### src/cam_match_pkg.sv
// Operation
// - Hold 32 words of 32 bits, compare all
// - Don't-care stored bits never block a match
// - Encoded form gives binary address of match
// - Unencoded form shows 32 words over 16 lines
// - Matching word line high, others low
// - Unencoded form shows every matching word
// - Contents preload at configuration or runtime write
// - Plain write takes two cycles, request held
// - Masked write takes three cycles
`default_nettype none

package cam_match_pkg;
  // Array geometry
  localparam int unsigned WORDS  = 32;
  localparam int unsigned WIDTH  = 32;
  localparam int unsigned ADDR_W = 5;
  localparam int unsigned LINES  = 16;
  // Remaining busy cycles after the accept cycle of a write
  localparam logic [1:0] WR_LEFT_PLAIN = 2'h1;
  localparam logic [1:0] WR_LEFT_MASK  = 2'h2;
  // Reset values
  localparam logic [WIDTH-1:0]  DATA_RST = 32'h0000_0000;
  localparam logic [WIDTH-1:0]  CARE_ALL = 32'hffff_ffff;
  localparam logic [ADDR_W-1:0] ADDR_RST = 5'h00;
  localparam logic [LINES-1:0]  LINES_RST = 16'h0000;
  // Sequencer states
  typedef enum logic [1:0] {ST_IDLE, ST_WRITE, ST_UNENC_HI} cam_state_e;
endpackage

// One stored word with its care mask and compare
module cam_word_cell #(
  parameter logic [31:0] init_data  = cam_match_pkg::DATA_RST,
  parameter logic [31:0] init_care  = cam_match_pkg::CARE_ALL,
  parameter logic        init_valid = 1'b0
) (
  // Clock and reset
  input  wire logic        clk_in,
  input  wire logic        resetn_in,
  // Write side
  input  wire logic        write_in,
  input  wire logic [31:0] wdata_in,
  input  wire logic [31:0] wcare_in,
  // Search side
  input  wire logic [31:0] search_in,
  output logic             match_out
);
  logic [31:0] data_r;   // Stored word
  logic [31:0] care_r;   // One per bit that takes part in compare
  logic        valid_r;  // Word has ever been loaded

  // Storage; reset value is the configuration preload
  always_ff @(posedge clk_in or negedge resetn_in) begin
    if (!resetn_in) begin
      data_r  <= init_data;
      care_r  <= init_care;
      valid_r <= init_valid;
    end else if (write_in) begin
      data_r  <= wdata_in;
      care_r  <= wcare_in;
      valid_r <= 1'b1;
    end
  end

  // Masked bits drop out of the compare
  assign match_out = valid_r && (((search_in ^ data_r) & care_r) == 32'h0000_0000);

  word_store_a: assert property (@(posedge clk_in) disable iff (!resetn_in)
    write_in |=> valid_r && data_r == $past(wdata_in) && care_r == $past(wcare_in))
    else $error("written word not stored");
  mask_ignore_a: assert property (@(posedge clk_in) disable iff (!resetn_in)
    (valid_r && ((search_in | ~care_r) == (data_r | ~care_r))) |-> match_out)
    else $error("masked bit blocked a match");
  hold_contents_a: assert property (@(posedge clk_in) disable iff (!resetn_in)
    !write_in |=> $stable(data_r) && $stable(care_r))
    else $error("contents changed without a write");
endmodule

`default_nettype wire

### src/cam_match_block.sv
`default_nettype none

module cam_match_block #(
  // Configuration preload, one entry per word
  parameter logic [31:0] init_data  [32] = '{default: cam_match_pkg::DATA_RST},
  parameter logic [31:0] init_care  [32] = '{default: cam_match_pkg::CARE_ALL},
  parameter logic [31:0] init_valid      = 32'h0000_0000
) (
  // Clock and reset
  input  wire logic        clk_in,
  input  wire logic        resetn_in,
  // Word write request
  input  wire logic        wr_req_in,
  input  wire logic [4:0]  wr_addr_in,
  input  wire logic [31:0] wr_data_in,
  input  wire logic [31:0] wr_care_in,
  input  wire logic        wr_mask_in,
  // Search request
  input  wire logic        search_req_in,
  input  wire logic [31:0] search_data_in,
  input  wire logic        encoded_in,
  // Status
  output logic             busy_out,
  // Encoded result
  output logic             enc_valid_out,
  output logic [4:0]       enc_addr_out,
  output logic             match_found_out,
  // Unencoded result
  output logic             unenc_valid_out,
  output logic             unenc_half_out,
  output logic [15:0]      unenc_lines_out
);
  cam_match_pkg::cam_state_e st_r;          // Sequencer state
  logic [1:0]                wr_left_r;     // Write cycles still to run
  logic [4:0]                wr_addr_r;     // Captured write address
  logic [31:0]               wr_data_r;     // Captured write word
  logic [31:0]               wr_care_r;     // Captured care mask
  logic [15:0]               hi_lines_r;    // Upper half held for second cycle
  logic [31:0]               hits;          // Per-word compare result
  logic                      accept_wr;     // Write taken this cycle
  logic                      accept_srch;   // Search taken this cycle
  logic                      commit;        // Last write cycle, word lands

  // Lowest matching index wins; duplicates are the reader's concern
  function automatic logic [4:0] first_hit(input logic [31:0] v);
    logic [4:0] idx;
    idx = cam_match_pkg::ADDR_RST;
    for (int i = 31; i >= 0; i--) begin
      if (v[i]) begin
        idx = 5'(i);
      end
    end
    return idx;
  endfunction

  // Word select shared by every cell
  function automatic logic word_sel(input logic [4:0] addr, input int unsigned idx);
    return addr == 5'(idx);
  endfunction

  // Writes take priority; nothing is taken while busy
  // Refused requests leave no trace, so the requester must watch busy_out
  assign accept_wr   = (st_r == cam_match_pkg::ST_IDLE) && wr_req_in;
  assign accept_srch = (st_r == cam_match_pkg::ST_IDLE) && !wr_req_in && search_req_in;
  assign commit      = (st_r == cam_match_pkg::ST_WRITE) && (wr_left_r == 2'h1);

  // One cell per stored word
  for (genvar g = 0; g < cam_match_pkg::WORDS; g++) begin : gen_word
    cam_word_cell #(
      .init_data  (init_data[g]),
      .init_care  (init_care[g]),
      .init_valid (init_valid[g])
    ) u_cell (
      .clk_in    (clk_in),
      .resetn_in (resetn_in),
      .write_in  (commit && word_sel(wr_addr_r, g)),
      .wdata_in  (wr_data_r),
      .wcare_in  (wr_care_r),
      .search_in (search_data_in),
      .match_out (hits[g])
    );
  end

  // Write capture; plain writes store a full care mask
  always_ff @(posedge clk_in or negedge resetn_in) begin
    if (!resetn_in) begin
      wr_addr_r <= cam_match_pkg::ADDR_RST;
      wr_data_r <= cam_match_pkg::DATA_RST;
      wr_care_r <= cam_match_pkg::CARE_ALL;
    end else if (accept_wr) begin
      wr_addr_r <= wr_addr_in;
      wr_data_r <= wr_data_in;
      wr_care_r <= wr_mask_in ? wr_care_in : cam_match_pkg::CARE_ALL;
    end
  end

  // Sequencer: write occupancy and second unencoded cycle
  always_ff @(posedge clk_in or negedge resetn_in) begin
    if (!resetn_in) begin
      st_r      <= cam_match_pkg::ST_IDLE;
      wr_left_r <= 2'h0;
      busy_out  <= 1'b0;
    end else begin
      case (st_r)
        cam_match_pkg::ST_IDLE: begin
          if (accept_wr) begin
            // Masked writes need one extra cycle
            wr_left_r <= wr_mask_in ? cam_match_pkg::WR_LEFT_MASK : cam_match_pkg::WR_LEFT_PLAIN;
            st_r      <= cam_match_pkg::ST_WRITE;
            busy_out  <= 1'b1;
          end else if (accept_srch && !encoded_in) begin
            st_r     <= cam_match_pkg::ST_UNENC_HI;
            busy_out <= 1'b1;
          end
        end
        cam_match_pkg::ST_WRITE: begin
          // Count down; the word lands in the cycle with one left
          wr_left_r <= wr_left_r - 2'h1;
          if (commit) begin
            st_r     <= cam_match_pkg::ST_IDLE;
            busy_out <= 1'b0;
          end
        end
        cam_match_pkg::ST_UNENC_HI: begin
          // Upper half goes out now, then free for the next request
          st_r     <= cam_match_pkg::ST_IDLE;
          busy_out <= 1'b0;
        end
        default: begin
          st_r     <= cam_match_pkg::ST_IDLE;
          busy_out <= 1'b0;
        end
      endcase
    end
  end

  // Encoded result, one-cycle valid; address stands until next encoded search
  always_ff @(posedge clk_in or negedge resetn_in) begin
    if (!resetn_in) begin
      enc_valid_out   <= 1'b0;
      enc_addr_out    <= cam_match_pkg::ADDR_RST;
      match_found_out <= 1'b0;
    end else begin
      enc_valid_out <= accept_srch && encoded_in;
      if (accept_srch && encoded_in) begin
        enc_addr_out    <= first_hit(hits);
        match_found_out <= |hits;
      end
    end
  end

  // Unencoded result: low half now, upper half next cycle
  always_ff @(posedge clk_in or negedge resetn_in) begin
    if (!resetn_in) begin
      unenc_valid_out <= 1'b0;
      unenc_half_out  <= 1'b0;
      unenc_lines_out <= cam_match_pkg::LINES_RST;
      hi_lines_r      <= cam_match_pkg::LINES_RST;
    end else if (accept_srch && !encoded_in) begin
      unenc_valid_out <= 1'b1;
      unenc_half_out  <= 1'b0;
      unenc_lines_out <= hits[15:0];
      hi_lines_r      <= hits[31:16];
    end else if (st_r == cam_match_pkg::ST_UNENC_HI) begin
      unenc_valid_out <= 1'b1;
      unenc_half_out  <= 1'b1;
      unenc_lines_out <= hi_lines_r;
    end else begin
      unenc_valid_out <= 1'b0;
    end
  end

  // Compare snapshot seen only by the checks below
  logic [31:0] hits_q;
  always_ff @(posedge clk_in or negedge resetn_in) begin
    if (!resetn_in) begin
      hits_q <= 32'h0000_0000;
    end else begin
      hits_q <= hits;
    end
  end

  enc_addr_a: assert property (@(posedge clk_in) disable iff (!resetn_in)
    (enc_valid_out && match_found_out) |-> hits_q[enc_addr_out] && ((hits_q & ((32'h1 << enc_addr_out) - 32'h1)) == 0))
    else $error("encoded address is not the first match");
  found_flag_a: assert property (@(posedge clk_in) disable iff (!resetn_in)
    enc_valid_out |-> match_found_out == (hits_q != 32'h0000_0000))
    else $error("match found flag wrong");
  two_halves_a: assert property (@(posedge clk_in) disable iff (!resetn_in)
    (accept_srch && !encoded_in) |=> (unenc_valid_out && !unenc_half_out) ##1 (unenc_valid_out && unenc_half_out)
      ##1 !(unenc_valid_out && unenc_half_out))
    else $error("unencoded result not in two cycles");
  line_level_a: assert property (@(posedge clk_in) disable iff (!resetn_in)
    (accept_srch && !encoded_in) |=> unenc_lines_out == $past(hits[15:0]))
    else $error("low half lines wrong");
  all_matches_a: assert property (@(posedge clk_in) disable iff (!resetn_in)
    (accept_srch && !encoded_in) |=> ##1 {unenc_lines_out, $past(unenc_lines_out)} == $past(hits, 2))
    else $error("unencoded vector misses a match");
  plain_write_a: assert property (@(posedge clk_in) disable iff (!resetn_in)
    (accept_wr && !wr_mask_in) |=> busy_out ##1 !busy_out)
    else $error("plain write not two cycles");
  mask_write_a: assert property (@(posedge clk_in) disable iff (!resetn_in)
    (accept_wr && wr_mask_in) |=> busy_out [*2] ##1 !busy_out)
    else $error("masked write not three cycles");
  busy_block_a: assert property (@(posedge clk_in) disable iff (!resetn_in)
    busy_out |-> !accept_wr && !accept_srch)
    else $error("request taken while busy");
  // Encoded pulse only ever follows an encoded accept
  enc_pulse_a: assert property (@(posedge clk_in) disable iff (!resetn_in)
    enc_valid_out |-> $past(accept_srch) && $past(encoded_in))
    else $error("encoded result without a search");
  // Address and word are taken at the accept edge
  wr_capture_a: assert property (@(posedge clk_in) disable iff (!resetn_in)
    accept_wr |=> wr_addr_r == $past(wr_addr_in) && wr_data_r == $past(wr_data_in))
    else $error("write request not captured");
  // Plain writes store a full care mask, masked ones the given mask
  care_capture_a: assert property (@(posedge clk_in) disable iff (!resetn_in)
    accept_wr |=> wr_care_r == ($past(wr_mask_in) ? $past(wr_care_in) : cam_match_pkg::CARE_ALL))
    else $error("care mask not captured");
endmodule

`default_nettype wire

### config.mk
export PLATFORM = sky130hd
export DESIGN_NAME = cam_match_block
export DESIGN_NICKNAME = d
export VERILOG_FILES = /design/src/cam_match_pkg.sv /design/src/cam_match_block.sv
export SDC_FILE = /design/constraint.sdc
export NUM_CORES = 2
export LEC_CHECK = 0
export BUFFER_PORTS_ARGS = -buffer_cell sky130_fd_sc_hd__buf_4
export CELL_PAD_IN_SITES_DETAIL_PLACEMENT = 1
export CELL_PAD_IN_SITES_GLOBAL_PLACEMENT = 2
export CORE_MARGIN = 4
export CORE_UTILIZATION = 41
export CTS_CLUSTER_SIZE = 16
export DETAILED_ROUTE_END_ITERATION = 7
export PLACE_DENSITY = 0.72
export SLEW_MARGIN = 20
export SYNTH_ARGS = -nofsm -noshare
export SYNTH_HDL_FRONTEND = slang
export SYNTH_HIERARCHICAL = 1
export SYNTH_SLANG_ARGS = --single-unit
### constraint.sdc
create_clock -name clk_in -period 4.2 [get_ports clk_in]
set_input_delay 1.05 -clock clk_in [delete_from_list [all_inputs] [get_ports clk_in]]
set_output_delay 1.05 -clock clk_in [all_outputs]
set_load 0.02 [all_outputs]
==> metrics.md <==
| Metric | Value |
|---|---|
| Relative slew slack | `20.5%` |
| P per Cell Area | `782 mW/mm^2` |
| Worst skew pair latency | `890 ps` |
| Core Box Area | `0.236 sq mm` |
| DPL Wire Length | `198 mm` |
| CP required | `4980 ps` |
| GRT Total Usage | `24.7%` |
| Avg Synthesized Cell Area | `14.8 sq um` |
| Clock Path Buffers | `3` |
| Final Cycle Share | `93.8%` |
| Die Area | `0.246 sq mm` |
| Initial antenna violation count | `16` |
| Leading area contributor after synthesis | `dfrtp_1` |
| Yosys reg bits | `2195` |
| Yosys cell types | `55` |
| Antenna-violating nets left | `0` |
| Min Clock Period, post-route | `3940 ps` |
| Async set or reset register ratio after synthesis | `100%` |
| Most frequent cells in the layout | `mux2_2 (2086), dfrtp_1 (1134), dfstp_2 (1056), xor2_1 (1024), buf_4 (418)` |
| Status | `finished, final reports clean` |
| Clock tree from TritonCTS | `yes` |
| Largest net degree at the start of global routing | `133` |
| Maxcap violations | `0` |
| Flop pwr share | `45.6%` |
| Combinational share of power | `29.7%` |
| Net Sw Frac | `35.0%` |
| Initial Util | `41.3%` |
| Slew at the pin closest to its max-slew limit | `1190 ps` |
| TritonCTS sink count | `2195` |
| Sw Pwr | `0.0309 W` |
| Via density | `5.50` |
| Die H | `496 um` |
| Critical Path Sink | `enc_addr_out[2]$_DFFE_PN0P_` |
| Unrepaired setup endpoints after global routing | `no` |
| Nets@finish | `7147` |
| Clock Root Buffer | `clkbuf_16` |
| Iter 0 DRT Violations | `3406` |
| DRC | `0` |
| Finished Core Util | `48.0%` |
| Syn Nets | `6681` |
| Detailed Route WL | `306 mm` |
| # setup viols final | `0` |
| Ports | `133` |
| PortBufs | `132` |
| Clock share of power | `24.7%` |
| Cells taking the most area after synthesis | `dfrtp_1 (29%), dfstp_2 (28%), mux2_2 (24%)` |
| CTS H-tree lvls | `4` |
| Clock transition at path regs | `60 ps` |
| Drt wl/cell | `29.4 um` |
| Fin Hold WS | `144 ps` |
| Hold Crit Class | `in -> async` |
| Reg-to-reg startpoint | `gen_word[21].u_cell/data_r[27]$_DFFE_PN0P_` |
| Setup slack at placement | `-1150 ps` |
| CP Launch Type | `input port` |
| Via count | `57295` |
| Rows | `178` |
| Share of cells above drive strength 1 | `57.7%` |
| WS Path Type | `in -> reg` |
| Internal | `0.0575 W` |
| Register area share after synthesis | `57.7%` |
| Mapped Cells | `6573` |
| IR Drop Worst-Case VDD | `0.771 mV` |
| Reg2reg end | `enc_addr_out[2]$_DFFE_PN0P_` |
| Max-slew violation total from the final report | `0` |
| Number of global-route vias before repair | `63165` |
| CTS Buf Count | `236` |
| Mapped cell area | `0.0975 sq mm` |
| First-pass GRT wire length | `446 mm` |
| DRT Pass-1 Iters | `6` |
| Crit path DAT | `4720 ps` |
| Die width | `496 um` |
| Reg2Reg Depth | `10` |
| Setup Skew | `58.0 ps` |
| Post-route cell area | `0.113 sq mm` |
| Crit path from | `search_data_in[27]` |
| Crit path capture type | `flop` |
| CP max FO | `16` |
| Number of synthesized flops with an enable pin | `0` |
| Yosys top cell area share | `29.2%` |
| Grt total ovfl | `0` |
| Synth Warn # | `6` |
| Most common cell after layout, fill and taps aside | `mux2_2` |
| DP Area | `0.105 sq mm` |
| PnR worst setup slack | `259 ps` |
| Leakage power | `51.6 nW` |
| Setup slack, reg-to-reg | `550 ps` |
| Fmax | `254 MHz` |
| RD Place Congestion | `0.878` |
| Predominant post-synthesis flop cell | `dfrtp_1` |
| Final hold violation count | `0` |
| Area Growth Syn to Fin | `16.1%` |
-- worst min-delay path by stage --
stage,from,end,cells past startpoint
after floorplan,gen_word[0].u_cell/valid_r$_DFFE_PN0P_,gen_word[0].u_cell/valid_r$_DFFE_PN0P_,1
after CTS,resetn_in,gen_word[6].u_cell/data_r[13]$_DFFE_PN0P_,1
after global routing,resetn_in,gen_word[6].u_cell/data_r[0]$_DFFE_PN0P_,1
after global placement,gen_word[20].u_cell/valid_r$_DFFE_PN0P_,gen_word[20].u_cell/valid_r$_DFFE_PN0P_,1
after detailed placement,gen_word[16].u_cell/valid_r$_DFFE_PN0P_,gen_word[16].u_cell/valid_r$_DFFE_PN0P_,1
final,resetn_in,gen_word[6].u_cell/data_r[0]$_DFFE_PN0P_,1
-- power by group through the flow --
stage	registers, W	clock network, W	logic, W
floorplan	0.0379	0	0.0147
global placement	0.0401	0	0.0256
detailed placement	0.0406	0	0.0263
CTS	0.0404	0.0224	0.0265
global route	0.0414	0.0233	0.0278
finish	0.0404	0.0218	0.0263
-- metrics by stage --
| stage | total power, W | cells | setup TNS, ps |
|---|---|---|---|
| 2_1_floorplan | 0.0526 | 6573 | 0 |
| 4_1_cts | 0.0893 | 10403 | 0 |
| 6_report | 0.0885 | 10409 | 0 |
| 3_3_place_gp | 0.0657 | 9950 | -6990 |
| 5_1_grt | 0.0926 | 10404 | 0 |
| 3_5_place_dp | 0.0670 | 9951 | -6820 |
-- worst max-delay path, stage by stage --
cell and delay, ps:
buf_4 320, buf_4 310, xor2_1 120, a22o_1 270, a221oi_2 430, nand4_1 690, nor4_4 550, buf_4 210
nor4_1 80, a21boi_0 180, o21ai_0 180, nand2_1 90, a31oi_1 180
-- per-layer routing --
metal / global-route usage [%] / share of wire, %
met1: 33.4 / 44
met2: 42.3 / 49
met3: 2.91 / 3.3
met4: 6.58 / 2.8
met5: 0 / 0
-- cells by family (layout without fill, tap and decap cells) --
logic type	count (synthesis)	count (layout)	synth area share [%]
DFF	2195	2195	57.7
muxes	2118	2118	24.4
xor gates and xnor gates	1024	1024	9.20
AOI/OAI and AO/OA	562	562	4.95
and+or+nand+nor	378	378	2.23
buffers and inverters	295	975	1.46
adders and majority gates	1	1	0.0128
other	0	6	0
-- sequential cells by signal (all words and copies together) (netlist names) --
name / count
busy_out: 1
enc_addr_out: 5
enc_valid_out: 1
gen_word.u_cell/care_r: 1024
gen_word.u_cell/data_r: 1024
gen_word.u_cell/valid_r: 32
hi_lines_r: 16
match_found_out: 1
st_r: 2
unenc_half_out: 1
unenc_lines_out: 16
unenc_valid_out: 1
wr_addr_r: 5
wr_care_r: 32
wr_data_r: 32
wr_left_r: 2
-- layout make-up --
cell class,instances,area [sq um]
sequential,2195,56300
timing repair buffer,481,4410
inverter,42,158
tap,3150,3940
fill,22885,123000
antenna,6,15.0
clock buffer,369,7080
clock inverter,83,1220
multi-input combinational,4083,40100
-- repair_timing --
item                                    CTS  global route
hold buffers                              0             0
buffers inserted                          0             0
endpoints found under the setup margin    6             1
pin swaps                                 1             1
resized for setup                         1             1
-- Yosys cell counts, drive strengths merged, types with 33 or more instances --
cell / n
dfrtp: 1139
clkbuf: 39
a221oi: 96
nor4: 42
nand3: 67
a22o: 97
nor2: 73
xor2: 1024
nand2: 61
nand4: 65
mux2: 2101
a31oi: 33
dfstp: 1056
a22oi: 256
inv: 42
buf: 214
Power figures use the tool's default switching activity.
